File: src/phase_defs.vh
// Purpose: Shared constants for the phase counting timer.
// Assumes: One 40 MHz clock, synchronous active-high reset.
// Notes: Channel slots 0..3 map to timer channels 1, 2, 4 and 5.
//
// Operation
// - Counter follows phase of two external inputs.
// - Four phase modes, differing in counting conditions.
// - Channels 1,5 use A/B; 2,4 use C/D.
// - Mode 1 counts on every edge, level-qualified.
`ifndef PHASE_DEFS_VH
`define PHASE_DEFS_VH

// ==========================================================================
// Widths
`define COUNT_W 16
`define MODE_W 2
`define CHAN_N 4

// ==========================================================================
// Phase counting mode encodings
`define MODE_PHASE_1 2'h0
`define MODE_PHASE_2 2'h1
`define MODE_PHASE_3 2'h2
`define MODE_PHASE_4 2'h3

// ==========================================================================
// Reset values and counter limits
`define COUNTER_RESET 16'h0000
`define COUNTER_MAX 16'hffff
`define SYNC_RESET 1'b0

// ==========================================================================
// Channel slot that each input pair feeds
`define SLOT_CH1 0
`define SLOT_CH2 1
`define SLOT_CH4 2
`define SLOT_CH5 3

`endif

File: src/phase_sampler.v
// Purpose: Synchronise one pair of phase inputs and find their edges.
// Assumes: Inputs may change at any time relative to clk.
// Notes: Edges appear two clocks after the pin changes.
`timescale 1ns/1ps
`default_nettype none
`include "phase_defs.vh"

module phase_sampler (
  // Clock and reset
  input wire clk,
  input wire srst,
  // Phase pins
  input wire pin_first,
  input wire pin_second,
  // Sampled levels and edges
  output wire level_first,
  output wire level_second,
  output wire rise_first,
  output wire fall_first,
  output wire rise_second,
  output wire fall_second
);

  // ==========================================================================
  // Two-stage synchroniser and history sample
  reg [1:0] meta;
  reg [1:0] stable;
  reg [1:0] history;

  // The first stage feeds only the second; edges are taken between the
  // second stage and the history register.
  always @(posedge clk)
  begin
    if (srst)
    begin
      meta <= {2{`SYNC_RESET}};
      stable <= {2{`SYNC_RESET}};
      history <= {2{`SYNC_RESET}};
    end
    else
    begin
      meta <= {pin_second, pin_first};
      stable <= meta;
      history <= stable;
    end
  end

  // ==========================================================================
  // Edge detection by comparing successive samples
  assign level_first = stable[0];
  assign level_second = stable[1];
  assign rise_first = stable[0] & ~history[0];
  assign fall_first = ~stable[0] & history[0];
  assign rise_second = stable[1] & ~history[1];
  assign fall_second = ~stable[1] & history[1];

endmodule
`default_nettype wire

File: src/phase_counting_timer.v
// Purpose: Phase counting counters for timer channels 1, 2, 4 and 5.
// Assumes: Control inputs are synchronous to clk and held by the owner.
// Notes: Clear beats load, load beats a count step.
// A step that meets a clear or load is dropped, not deferred.
`timescale 1ns/1ps
`default_nettype none
`include "phase_defs.vh"

module phase_counting_timer (
  // Clock and reset
  input wire clk,
  input wire srst,
  // External phase pins
  input wire ext_phase_in_a,
  input wire ext_phase_in_b,
  input wire ext_phase_in_c,
  input wire ext_phase_in_d,
  // Per-slot control, slot order ch1, ch2, ch4, ch5
  input wire [`CHAN_N-1:0] phase_enable,
  input wire [`CHAN_N*`MODE_W-1:0] phase_mode,
  input wire [`CHAN_N-1:0] counter_clear,
  input wire [`CHAN_N-1:0] counter_load,
  input wire [`COUNT_W-1:0] load_value,
  // Counter values
  output reg [`COUNT_W-1:0] channel_counter_ch1,
  output reg [`COUNT_W-1:0] channel_counter_ch2,
  output reg [`COUNT_W-1:0] channel_counter_ch4,
  output reg [`COUNT_W-1:0] channel_counter_ch5,
  // Status
  output reg [`CHAN_N-1:0] count_up_dir,
  output reg [`CHAN_N-1:0] step_pulse,
  output reg [`CHAN_N-1:0] overflow_pulse,
  output reg [`CHAN_N-1:0] underflow_pulse
);

  // ==========================================================================
  // Input sampling
  // A and C act as the first input, B and D as the second, in every mode.
  wire ab_lvl_a;
  wire ab_lvl_b;
  wire ab_rise_a;
  wire ab_fall_a;
  wire ab_rise_b;
  wire ab_fall_b;
  wire cd_lvl_c;
  wire cd_lvl_d;
  wire cd_rise_c;
  wire cd_fall_c;
  wire cd_rise_d;
  wire cd_fall_d;

  // One sampler per pin pair; channels sharing a pair see identical edges.
  phase_sampler sample_ab (
    .clk(clk),
    .srst(srst),
    .pin_first(ext_phase_in_a),
    .pin_second(ext_phase_in_b),
    .level_first(ab_lvl_a),
    .level_second(ab_lvl_b),
    .rise_first(ab_rise_a),
    .fall_first(ab_fall_a),
    .rise_second(ab_rise_b),
    .fall_second(ab_fall_b)
  );

  phase_sampler sample_cd (
    .clk(clk),
    .srst(srst),
    .pin_first(ext_phase_in_c),
    .pin_second(ext_phase_in_d),
    .level_first(cd_lvl_c),
    .level_second(cd_lvl_d),
    .rise_first(cd_rise_c),
    .fall_first(cd_fall_c),
    .rise_second(cd_rise_d),
    .fall_second(cd_fall_d)
  );

  // ==========================================================================
  // Count condition decode
  // Returns {up, down}. Levels are those sampled with the edge.
  function [1:0] decode_step;
    input [`MODE_W-1:0] mode;
    input lvl_a;
    input lvl_b;
    input rise_a;
    input fall_a;
    input rise_b;
    input fall_b;
    reg up_a;
    reg dn_a;
    reg up_b;
    reg dn_b;
    begin
      up_a = (rise_a & ~lvl_b) | (fall_a & lvl_b);
      dn_a = (rise_a & lvl_b) | (fall_a & ~lvl_b);
      up_b = (rise_b & lvl_a) | (fall_b & ~lvl_a);
      dn_b = (rise_b & ~lvl_a) | (fall_b & lvl_a);
      // Modes 2 and 3 are this block's own choice; mode 4 counts only
      // second-input edges, qualified by the first input's level.
      case (mode)
        `MODE_PHASE_1:
          decode_step = {up_a | up_b, dn_a | dn_b};
        `MODE_PHASE_2:
          decode_step = {fall_a & lvl_b, fall_a & ~lvl_b};
        `MODE_PHASE_3:
          decode_step = {up_a, dn_a};
        `MODE_PHASE_4:
          decode_step = {up_b, dn_b};
        default:
          decode_step = 2'b00;
      endcase
    end
  endfunction

  // ==========================================================================
  // Per-slot counters
  wire [`CHAN_N*`COUNT_W-1:0] count_flat;

  genvar g;
  generate
    for (g = 0; g < `CHAN_N; g = g + 1)
    begin : slot
      // Slots 0 and 3 (channels 1 and 5) use A/B, slots 1 and 2 use C/D.
      localparam USE_AB = (g == `SLOT_CH1) || (g == `SLOT_CH5);

      wire lvl_a = USE_AB ? ab_lvl_a : cd_lvl_c;
      wire lvl_b = USE_AB ? ab_lvl_b : cd_lvl_d;
      wire rise_a = USE_AB ? ab_rise_a : cd_rise_c;
      wire fall_a = USE_AB ? ab_fall_a : cd_fall_c;
      wire rise_b = USE_AB ? ab_rise_b : cd_rise_d;
      wire fall_b = USE_AB ? ab_fall_b : cd_fall_d;

      wire [`MODE_W-1:0] mode = phase_mode[g*`MODE_W +: `MODE_W];
      wire [1:0] dir = decode_step(mode, lvl_a, lvl_b, rise_a, fall_a, rise_b, fall_b);

      // In mode 1, both inputs moving in one sample gives no defined phase, so both
      // directions cancel and nothing is counted.
      wire step_up = phase_enable[g] & dir[1] & ~dir[0];
      wire step_dn = phase_enable[g] & dir[0] & ~dir[1];

      reg [`COUNT_W-1:0] counter;
      reg [`COUNT_W-1:0] next_counter;

      always @*
      begin
        next_counter = counter;
        if (counter_clear[g])
          next_counter = `COUNTER_RESET;
        else if (counter_load[g])
          next_counter = load_value;
        else if (step_up)
          next_counter = counter + 16'h0001;
        else if (step_dn)
          next_counter = counter - 16'h0001;
      end

      // A clear or load owns the counter for that cycle; the step it meets
      // is lost, so no pulse may claim that it happened.
      wire ctl_hold = counter_clear[g] | counter_load[g];
      wire wrap_up = step_up & (counter == `COUNTER_MAX);
      wire wrap_dn = step_dn & (counter == `COUNTER_RESET);

      // ==========================================================================
      // Counter register
      always @(posedge clk)
      begin
        if (srst)
          counter <= `COUNTER_RESET;
        else
          counter <= next_counter;
      end

      // ==========================================================================
      // Status flags
      // The direction flag follows every decoded step of an enabled slot, even one lost to a
      // clear or load; while the slot is disabled it holds its last direction.
      always @(posedge clk)
      begin
        if (srst)
        begin
          count_up_dir[g] <= 1'b0;
          step_pulse[g] <= 1'b0;
          overflow_pulse[g] <= 1'b0;
          underflow_pulse[g] <= 1'b0;
        end
        else
        begin
          step_pulse[g] <= ~ctl_hold & (step_up | step_dn);
          overflow_pulse[g] <= ~ctl_hold & wrap_up;
          underflow_pulse[g] <= ~ctl_hold & wrap_dn;
          if (step_up)
            count_up_dir[g] <= 1'b1;
          else if (step_dn)
            count_up_dir[g] <= 1'b0;
        end
      end

      assign count_flat[g*`COUNT_W +: `COUNT_W] = next_counter;
    end
  endgenerate

  // ==========================================================================
  // Counter outputs
  // The outputs are their own flops loaded with the same next value, so they
  // match the internal counters on every cycle.
  always @(posedge clk)
  begin
    if (srst)
    begin
      channel_counter_ch1 <= `COUNTER_RESET;
      channel_counter_ch2 <= `COUNTER_RESET;
      channel_counter_ch4 <= `COUNTER_RESET;
      channel_counter_ch5 <= `COUNTER_RESET;
    end
    else
    begin
      channel_counter_ch1 <= count_flat[`SLOT_CH1*`COUNT_W +: `COUNT_W];
      channel_counter_ch2 <= count_flat[`SLOT_CH2*`COUNT_W +: `COUNT_W];
      channel_counter_ch4 <= count_flat[`SLOT_CH4*`COUNT_W +: `COUNT_W];
      channel_counter_ch5 <= count_flat[`SLOT_CH5*`COUNT_W +: `COUNT_W];
    end
  end

endmodule
`default_nettype wire

File: config.mk
export PLATFORM = sky130hd
export DESIGN_NAME = phase_counting_timer
export DESIGN_NICKNAME = d
export VERILOG_FILES = /design/src/phase_sampler.v /design/src/phase_counting_timer.v
export VERILOG_INCLUDE_DIRS = /design/src
export SDC_FILE = /design/constraint.sdc
export NUM_CORES = 1
export LEC_CHECK = 0
export ABC_AREA = 1
export BUFFER_PORTS_ARGS = -buffer_cell sky130_fd_sc_hd__clkbuf_2
export CAP_MARGIN = 5
export CELL_PAD_IN_SITES_DETAIL_PLACEMENT = 1
export CELL_PAD_IN_SITES_GLOBAL_PLACEMENT = 1
export CORE_ASPECT_RATIO = 1.75
export CORE_MARGIN = 4
export CORE_UTILIZATION = 44
export CTS_BUF_LIST = sky130_fd_sc_hd__clkbuf_16
export DETAILED_ROUTE_END_ITERATION = 10
export PLACE_DENSITY = 0.9
export SLEW_MARGIN = 25
export SYNTH_ARGS = -nofsm -noshare
export SYNTH_HDL_FRONTEND = slang
export SYNTH_SLANG_ARGS = --single-unit
File: constraint.sdc
create_clock -name clk -period 5.2 [get_ports clk]
set_clock_uncertainty 0.2 [all_clocks]
set_input_delay 1.04 -clock clk [delete_from_list [all_inputs] [get_ports clk]]
set_output_delay 1.04 -clock clk [all_outputs]
set_load 0.03 [all_outputs]
==> results of run 1 <==
-- kinds of logic (layout without fill, tap and decap cells) --
group                      after synthesis  in the layout  synth area share
xor gates and xnor gates                24             24            0.0267
DFF                                     92             92             0.234
buffers and inverters                  151            257            0.0819
and+or+nand+nor                        699            699             0.406
adders and majority gates               64             64             0.106
AOI/OAI and AO/OA                      207            207             0.145
-- state kept, by name, indices dropped and copies added (netlist names), 4 cells and up --
register             cells
channel_counter_ch1     16
channel_counter_ch2     16
channel_counter_ch4     16
channel_counter_ch5     16
count_up_dir             4
overflow_pulse           4
step_pulse               4
underflow_pulse          4
-- final cells by class --
type | count | share of cell area
clock buffers | 9 | 0.0254
clock inverters | 7 | 0.00847
inverters | 120 | 0.0511
multi-input cells | 994 | 0.606
flip-flops and latches | 92 | 0.208
well taps | 231 | 0.0326
repair buffers | 121 | 0.0683
-- per-layer routing --
metal,vias to the layer above,track usage,part of all wire,wire length (um)
li1,4373,-,-,-
met1,4381,0.323,0.38,11000
met2,281,0.514,0.51,14700
met3,97,0.0314,0.044,1280
met4,0,0.184,0.061,1770
met5,-,0,0,0
-- path summary, 6_finish.rpt --
path / start / end / slack (ps) / cells after the start
max: phase_mode[5] / channel_counter_ch4[14] / 1050 / 17
min: sample_cd.meta[1] / sample_cd.stable[1] / 210 / 2
max reg2reg: sample_cd.stable[0] / channel_counter_ch4[14] / 1180 / 18
min reg2reg: sample_cd.meta[1] / sample_cd.stable[1] / 210 / 2
-- metrics by stage --
stage | setup WS, ps | instances
final | 1050 | 1574
after global routing | 788 | 1574
after CTS | 1110 | 1574
after floorplan | 1560 | 1237
after detailed placement | 765 | 1558
after global placement | 942 | 1558
-- critical path, cell delays in order --
cell and delay [ps]:
clkbuf_2 140, nor2_1 200, nor2_1 80, nand3_1 130, nand3_2 110, inv_1 70
nand2_1 480, ha_1 610, nand2_1 100, o21ai_0 490, nand3_1 150, nand2_1 180
nand3_1 130, nand2_1 90, nand2_1 50, nand3_1 70, nand2_1 60
-- synth_stat cells (all sizes together) --
library cell | n | area (um2)
a21boi | 4 | 56.3
fa | 4 | 80.1
nor2 | 94 | 420
ha | 60 | 751
and3 | 1 | 6.26
buf | 15 | 131
o21a | 3 | 22.5
or3 | 1 | 6.26
nand3 | 165 | 876
o21ai | 72 | 364
or2 | 14 | 87.6
o21bai | 4 | 30.0
nand2 | 354 | 1360
nor4 | 22 | 138
a21oi | 108 | 548
nand4 | 31 | 194
clkbuf | 16 | 60.1
o31ai | 1 | 7.51
nor3 | 9 | 45.0
nand3b | 8 | 63.8
dfxtp | 92 | 1840
a21o | 15 | 113
inv | 120 | 453
xnor2 | 17 | 149
xor2 | 7 | 61.3
-- report_power, final --
group          internal (mW)  total [mW]  switching (mW)
Sequential             0.738       0.784          0.0465
Combinational          0.311       0.936           0.625
Clock                  0.375       0.694           0.319
==> reports/results.txt, run 1 <==
outcome: finished clean
Total Die Area: 20200 um2
Area growth syn-to-layout: 12.8%
initial antenna violation count: 0
Detailed Route Iter0 Violations: 525
Warnings, synthesis: 0
Design Area, Final: 8870 um2
peak supply drop: 0.144 mV
area occupied by registers: 1840 um2
Slew HR: 0.459
hold_buf cts: 0
drt via density: 5.80
PortBufs: 121
most common cell after layout, fill and taps aside: nand2_1
kind of critical path: primary input to register
max cap viols: 0
largest net degree at the start of global routing: 28
Pins Over Slew Limit: 0
chip width: 109 um
core area: 17500 um2
share of cells above drive strength 1: 0.140
total gr overflow: 0
Max H-tree Level: 3
Num Clock Sinks: 92
Pre-antenna DRT Iters: 5
crit path DAT: 4200 ps
final hold vios: 0
clock latency on the worst-skew pair: 360 ps
DR WL/cell: 18.3 um
synthesized instance count: 1237
Post-route DRC: 0
IO Pins: 122
Post-Route WL: 28800 um
Multi-input gate area: 5380 um2
number of global-route vias before repair: 9271
startpoint types: primary input
Root Driver: clkbuf_16
global-route wire length before repair: 46100 um
Tightest Pin Transition: 809 ps
dpl cell area: 8570 um2
Filler cells: 2466
Site Rows: 64
mean area per synthesized cell: 6.36 um2
total power: 2.41 mW
CTS resizes: 0
Static Leak: 4.40 nW
Cell variety after synth: 41
Hold WS: 205 ps
register bit count reported by yosys: 92
fin crit share: 0.798
Layout Nets: 1444
GRT Util Overall: 0.290
clk slew on worst S/H paths: 70 ps
Power Dens Cells: 272 nW/um2
CTS Buffer Depth: 2
post-layout util: 0.506
setup_tns: 0 ps
Peak Freq: 241 MHz
Crit. End Element: register
fin crit period: 4150 ps
Req. time, crit path: 5250 ps
Antenna Nets Post-Route: 0
most frequent cells in the layout: nand2_1 (346), nand3_1 (155), clkbuf_2 (121), inv_1 (115), a21oi_1 (106)
hpwl dp: 22600 um
Syn Std Cell Area: 7860 um2
CTS tree: yes
ANT cells: 0
Die H: 185 um
RSZ-0062 raised after global routing: no
RePlAce Congestion: 0.948
via count: 9132
Initial Util: 0.448
HP Class: register to register
CP max FO: 19
register area share after synthesis: 0.234
setup bufs post-CTS: 0
Setup violations, final: 0
Inserted Clock Buffers: 9
Syn Nets: 1343
(Power assumes the default switching activity.)
==> inputs of run 2 (changes only) <==
ABC_AREA = 0   (was 1)
CORE_UTILIZATION = 39   (was 44)
PLACE_DENSITY = 0.81   (was 0.9)
clock period = 3.7 ns   (was 5.2 ns; I/O delays follow)
==> reports/results.txt, run 2 <==
outcome: finished clean (unchanged)
asr flop ratio synth: 0 (unchanged)
largest cells by area after synthesis: dfxtp_1 (25%), ha_1 (10%), a21oi_1 (5.8%), o21ai_0 (4.8%), xnor2_1 (4.7%) (was dfxtp_1 (23%), nand2_1 (17%), nand3_1 (9.9%), ha_1 (9.5%), a21oi_1 (6.7%))
PortBufs: 121 (unchanged)
Max H-tree Level: 3 (unchanged)
post-synth top area cell: dfxtp_1 (unchanged)
Post-route DRC: 0 (unchanged)
Area growth syn-to-layout: 29.0% (was 12.8%)
Post-Route WL: 28000 um (was 28800 um)
initial antenna violation count: 2 (was 0)
Layout Nets: 1223 (was 1444)
clock latency on the worst-skew pair: 350 ps (was 360 ps)
drt via density: 5.93 (was 5.80)
global-route wire length before repair: 44000 um (was 46100 um)
chip width: 111 um (was 109 um)
max incr delay on CP: 490 ps (was 610 ps)
dpl cells: 1338 (was 1558)
post-layout util: 0.514 (was 0.506)
leading register cell type out of synthesis: dfxtp_1 (unchanged)
Req. time, crit path: 3730 ps (was 5250 ps)
via count: 8045 (was 9132)
Slew HR: 0.481 (was 0.459)
Total Die Area: 20900 um2 (was 20200 um2)
total power: 3.26 mW (was 2.41 mW)
DR WL/cell: 20.7 um (was 18.3 um)
Syn Nets: 996 (was 1343)
Static Leak: 4.24 nW (was 4.40 nW)
Warnings, synthesis: 0 (unchanged)
Num Clock Sinks: 92 (unchanged)
crit-path cells: nor2b_4 -> a22oi_1 -> a21oi_1 -> nand3_2 -> ha_1 -> nor2b_1 -> o21ai_0 -> a21boi_0 -> o41a_1 -> buf_4 -> a21oi_1 -> xor2_1 -> o21ai_0 (was clkbuf_2 -> nor2_1 -> nor2_1 -> nand3_1 -> nand3_2 -> inv_1 -> nand2_1 -> ha_1 -> nand2_1 -> o21ai_0 -> nand3_1 -> nand2_1 -> nand3_1 -> nand2_1 -> nand2_1 -> nand3_1 -> nand2_1)
clk slew on worst S/H paths: 70 ps (about the same)
number of global-route vias before repair: 8632 (was 9271)
CP max FO: 6 (was 19)
Root Driver: clkbuf_16 (unchanged)
most frequent cells in the layout: buf_4 (129), clkbuf_2 (121), dfxtp_1 (88), a21oi_1 (83), o21ai_0 (68) (was nand2_1 (346), nand3_1 (155), clkbuf_2 (121), inv_1 (115), a21oi_1 (106))
total gr overflow: 0 (unchanged)
fin crit share: 0.963
Worst path slowest cell: dfxtp_1 (was ha_1)
CTS Buffer Depth: 2 (unchanged)
share of cells above drive strength 1: 0.273 (was 0.140)
Antenna Nets Post-Route: 0 (unchanged)
Die H: 188 um (was 185 um)
Tightest Pin Transition: 775 ps (was 809 ps)
mean area per synthesized cell: 8.12 um2 (was 6.36 um2)
Initial Util: 0.398 (was 0.448)
max cap viols: 0 (unchanged)
hold_buf cts: 0 (unchanged)
Pre-antenna DRT Iters: 5 (unchanged)
HP Class: register to register (unchanged)
Setup violations, final: 0 (unchanged)
startpoint types: register (was primary input)
most instantiated cells after synthesis: dfxtp_1 (92), a21oi_1 (84), o21ai_0 (70) (was nand2_1 (346), nand3_1 (155), inv_1 (115))
hpwl dp: 21900 um (was 22600 um)
core area: 18100 um2 (was 17500 um2)
Detailed Route Iter0 Violations: 317 (was 525)
Syn Std Cell Area: 7230 um2 (was 7860 um2)
register area share after synthesis: 0.255 (was 0.234)
setup_tns: 0 ps (unchanged)
Crit. End Element: register (unchanged)
Site Rows: 65 (was 64)
most common cell in the netlist: dfxtp_1 (was nand2_1)
largest net degree at the start of global routing: 34 (was 28)
Cell variety after synth: 79 (was 41)
synthesized instance count: 890 (was 1237)
crit path DAT: 3590 ps (was 4200 ps)
final hold vios: 0 (unchanged)
GRT Util Overall: 0.261 (was 0.290)
Final Instance Count excl. Fillers: 1356 (was 1574)
peak supply drop: 0.300 mV (was 0.144 mV)
Inserted Clock Buffers: 9 (unchanged)
CTS tree: yes (unchanged)
EDFF count, synth: 0 (unchanged)
most common cell after layout, fill and taps aside: buf_4 (was nand2_1)
Pins Over Slew Limit: 0 (unchanged)
Filler cells: 2307 (was 2466)
Power Dens Cells: 350 nW/um2 (was 272 nW/um2)
register bit count reported by yosys: 92 (unchanged)
Peak Freq: 281 MHz
RePlAce Congestion: 0.926 (was 0.948)
fin crit period: 3560 ps
area share of the leading cell type in the synthesized netlist: 0.255 (was 0.234)
IO Pins: 122 (unchanged)
kind of critical path: register to register (was primary input to register)
run 2: where the power goes:
group | total, mW | switching [mW] | internal [mW]
clock | 0.889 | 0.437 | 0.453
sequential | 1.11 | 0.0759 | 1.03
combinational | 1.26 | 0.696 | 0.569
total | 3.26 | 1.21 | 2.05
run 2: critical path, delay by kind of cell, from the launching register on:
kind	cells	cell delay [ps]
AOI/OAI and AO/OA	7	1430
and+or+nand+nor	3	630
buffers and inverters	1	170
DFF	1	490
adders and majority gates	1	340
xor gates and xnor gates	1	200
run 2: through the flow:
step | instance area (um2) | worst slack (ps) | hold WS (ps)
final | 9320 | 137 | 244
after floorplan | 7250 | -89.2 | 214
after global routing | 9320 | -20.9 | 266
after detailed placement | 8940 | -312 | 235
after CTS | 9220 | 27.4 | 254
after global placement | 8940 | -177 | 220
run 2: per-layer routing:
metal,vias up,track usage,wire (um)
met5,-,0,13
met4,2,0.151,1430
met3,92,0.0339,1090
met2,246,0.506,15300
met1,3915,0.260,10100
li1,3790,-,-
run 2: cell families after synthesis:
family	after synthesis	synth area share
AOI/OAI and AO/OA	293	0.259
and+or+nand+nor	280	0.213
DFF	92	0.255
buffers and inverters	70	0.0417
adders and majority gates	64	0.115
xor gates and xnor gates	61	0.0750
muxes	30	0.0417
run 2: timing repair:
item / 4_1_cts / 5_1_grt
gates resized for setup: 1 / 22
setup buffers: 0 / 2
setup endpoints to repair: 1 / 32
pin swaps: 0 / 3
run 2: path summary, 6_finish.rpt:
| kind | startpoint | end | slack [ps] | depth (start not counted) |
|---|---|---|---|---|
| hold / removal | sample_ab.meta[1] | sample_ab.stable[1] | 240 | 1 |
| setup / recovery | sample_cd.history[0] | channel_counter_ch4[8] | 140 | 13 |
| hold reg to reg | sample_ab.meta[1] | sample_ab.stable[1] | 240 | 1 |
| setup reg to reg | sample_cd.history[0] | channel_counter_ch4[8] | 140 | 13 |
run 2: cell type report:
class | count | area, um2 | share of cell area
multi-input cells | 728 | 5190 | 0.557
flip-flops and latches | 92 | 1850 | 0.198
repair buffers | 251 | 1590 | 0.170
well taps | 234 | 293 | 0.0314
clock buffers | 9 | 225 | 0.0242
inverters | 35 | 131 | 0.0141
clock inverters | 6 | 43.8 | 0.00470
diodes | 1 | 2.50 | 0.000268
==> inputs of run 3 (changes only) <==
ABC_AREA = 1   (was 0)
CORE_UTILIZATION = 37   (was 39)
==> reports/results.txt, run 3 (synthesized netlist as in run 1, its figures left out) <==
Antenna Nets Post-Route: 0 (unchanged)
clock group share of total power: 0.289 (was 0.273)
Static Leak: 4.49 nW (was 4.24 nW)
Sw Ratio: 0.407 (was 0.370)
number of global-route vias before repair: 9426 (was 8632)
area occupied by registers: 1840 um2 (was 1850 um2)
CTS Buffer Depth: 2 (unchanged)
total gr overflow: 0 (unchanged)
HP Class: register to register (unchanged)
Tightest Pin Transition: 635 ps (was 775 ps)
Crit. End Element: register (unchanged)
Max H-tree Level: 3 (unchanged)
global-route wire length before repair: 47000 um (was 44000 um)
Num Clock Sinks: 92 (unchanged)
RSZ-0062 raised after global routing: no
Peak Freq: 300 MHz (was 281 MHz)
Initial Util: 0.376 (was 0.398)
dpl cell area: 8730 um2 (was 8940 um2)
Pre-antenna DRT Iters: 5 (unchanged)
PortBufs: 121 (unchanged)
kind of critical path: register to register (unchanged)
Hold WS: 213 ps (was 244 ps)
Req. time, crit path: 3790 ps (was 3730 ps)
initial antenna violation count: 0 (was 2)
Gate power share: 0.387 (was 0.388)
clock latency on the worst-skew pair: 360 ps (was 350 ps)
setup_tns: 0 ps (unchanged)
Power Dens Cells: 377 nW/um2 (was 350 nW/um2)
core area: 20900 um2 (was 18100 um2)
fin crit period: 3330 ps (was 3560 ps)
peak supply drop: 0.171 mV (was 0.300 mV)
Post-route DRC: 0 (unchanged)
crit path DAT: 3420 ps (was 3590 ps)
Design Area, Final: 9030 um2 (was 9320 um2)
ANT cells: 0 (was 1)
max cap viols: 0 (unchanged)
via count: 8919 (was 8045)
Die H: 201 um (was 188 um)
drt via density: 5.53 (was 5.93)
Seq pwr share: 0.323 (was 0.340)
Filler cells: 2852 (was 2307)
hold_buf cts: 0 (unchanged)
IO Pins: 122 (unchanged)
Setup violations, final: 0 (unchanged)
Slew HR: 0.572 (was 0.481)
Site Rows: 70 (was 65)
Pins Over Slew Limit: 0 (unchanged)
Root Driver: clkbuf_16 (unchanged)
outcome: finished clean (unchanged)
most common cell after layout, fill and taps aside: nand2_1 (was buf_4)
largest net degree at the start of global routing: 28 (was 34)
hpwl dp: 23300 um (was 21900 um)
GRT Util Overall: 0.243 (was 0.261)
Area growth syn-to-layout: 14.9% (was 29.0%)
DR WL/cell: 18.1 um (was 20.7 um)
chip width: 118 um (was 111 um)
Int Power: 2.02 mW (was 2.05 mW)
most frequent cells in the layout: nand2_1 (345), nand3_1 (155), clkbuf_2 (121), inv_1 (116), a21oi_1 (106) (was buf_4 (129), clkbuf_2 (121), dfxtp_1 (88), a21oi_1 (83), o21ai_0 (68))
Total Die Area: 23700 um2 (was 20900 um2)
CP max FO: 12 (was 6)
Layout Nets: 1461 (was 1223)
fin crit share: 0.900 (was 0.963)
Detailed Route Iter0 Violations: 349 (was 317)
Multi-input gate area: 5380 um2 (was 5190 um2)
final hold vios: 0 (unchanged)
Post-Route WL: 29200 um (was 28000 um)
startpoint types: register (unchanged)
Inserted Clock Buffers: 9 (unchanged)
clk slew on worst S/H paths: 70 ps (about the same)
RePlAce Congestion: 0.924 (was 0.926)
NetSw: 1.39 mW (was 1.21 mW)
CTS tree: yes (unchanged)
share of cells above drive strength 1: 0.151 (was 0.273)
## run 3: what timing repair did
action,CTS,global route
endpoints found under the setup margin,0,3
setup buffers,0,0
gates resized for setup,0,1
## run 3: final timing paths
check / from / endpoint / slack (ps) / cells past startpoint
hold / removal: sample_ab.meta[0] / sample_ab.stable[0] / 210 / 2
setup / recovery: sample_cd.stable[0] / channel_counter_ch2[13] / 370 / 20
setup reg to reg: sample_cd.stable[0] / channel_counter_ch2[13] / 370 / 20
hold reg to reg: sample_ab.meta[0] / sample_ab.stable[0] / 210 / 2
## run 3: final cells by class
type	instances	share of cell area
multi-input combinational	994	0.596
sequential	92	0.204
timing repair buffer	138	0.0825
inverter	120	0.0501
tap	252	0.0349
clock buffer	9	0.0249
clock inverter	7	0.00803
## run 3: power groups by stage
stage | clock [mW] | sequential, mW | combinational (mW)
finish | 0.986 | 1.10 | 1.32
floorplan | 0 | 1.18 | 0.882
CTS | 1.00 | 1.10 | 1.32
detailed placement | 0 | 1.13 | 1.31
global route | 1.03 | 1.11 | 1.49
global placement | 0 | 1.12 | 1.28
## run 3: metrics by stage
stage,total power [mW],worst slack [ps],utilization,std cells
after floorplan,2.07,357,-,1237
after global placement,2.40,99.9,0.417,1596
after detailed placement,2.44,5.47,0.417,1596
after CTS,3.43,288,0.431,1612
after global routing,3.63,7.76,0.432,1612
final,3.41,370,0.432,1612
## run 3: worst max-delay path, cell delays in order (launching register included)
cell and delay, ps:
dfxtp_1 350, inv_1 140, nand3_2 130, o21ai_1 170, inv_1 70, nand2_1 90, nand2_1 70, nand2_2 120
inv_1 60, nand2_2 150, buf_4 240, ha_1 310, a21oi_1 210, o21ai_0 150, a21oi_1 210, nand2_1 90
nand2_1 70, nand3_1 60, o21ai_0 120, nand2_1 100, a21oi_1 120
## run 3: layer usage
metal / routed length (um) / vias up / GRT usage
li1: - / 4402 / -
met1: 11300 / 4265 / 0.256
met4: 1710 / 0 / 0.143
met3: 772 / 84 / 0.0279
met5: 0 / - / 0
met2: 15400 / 168 / 0.455
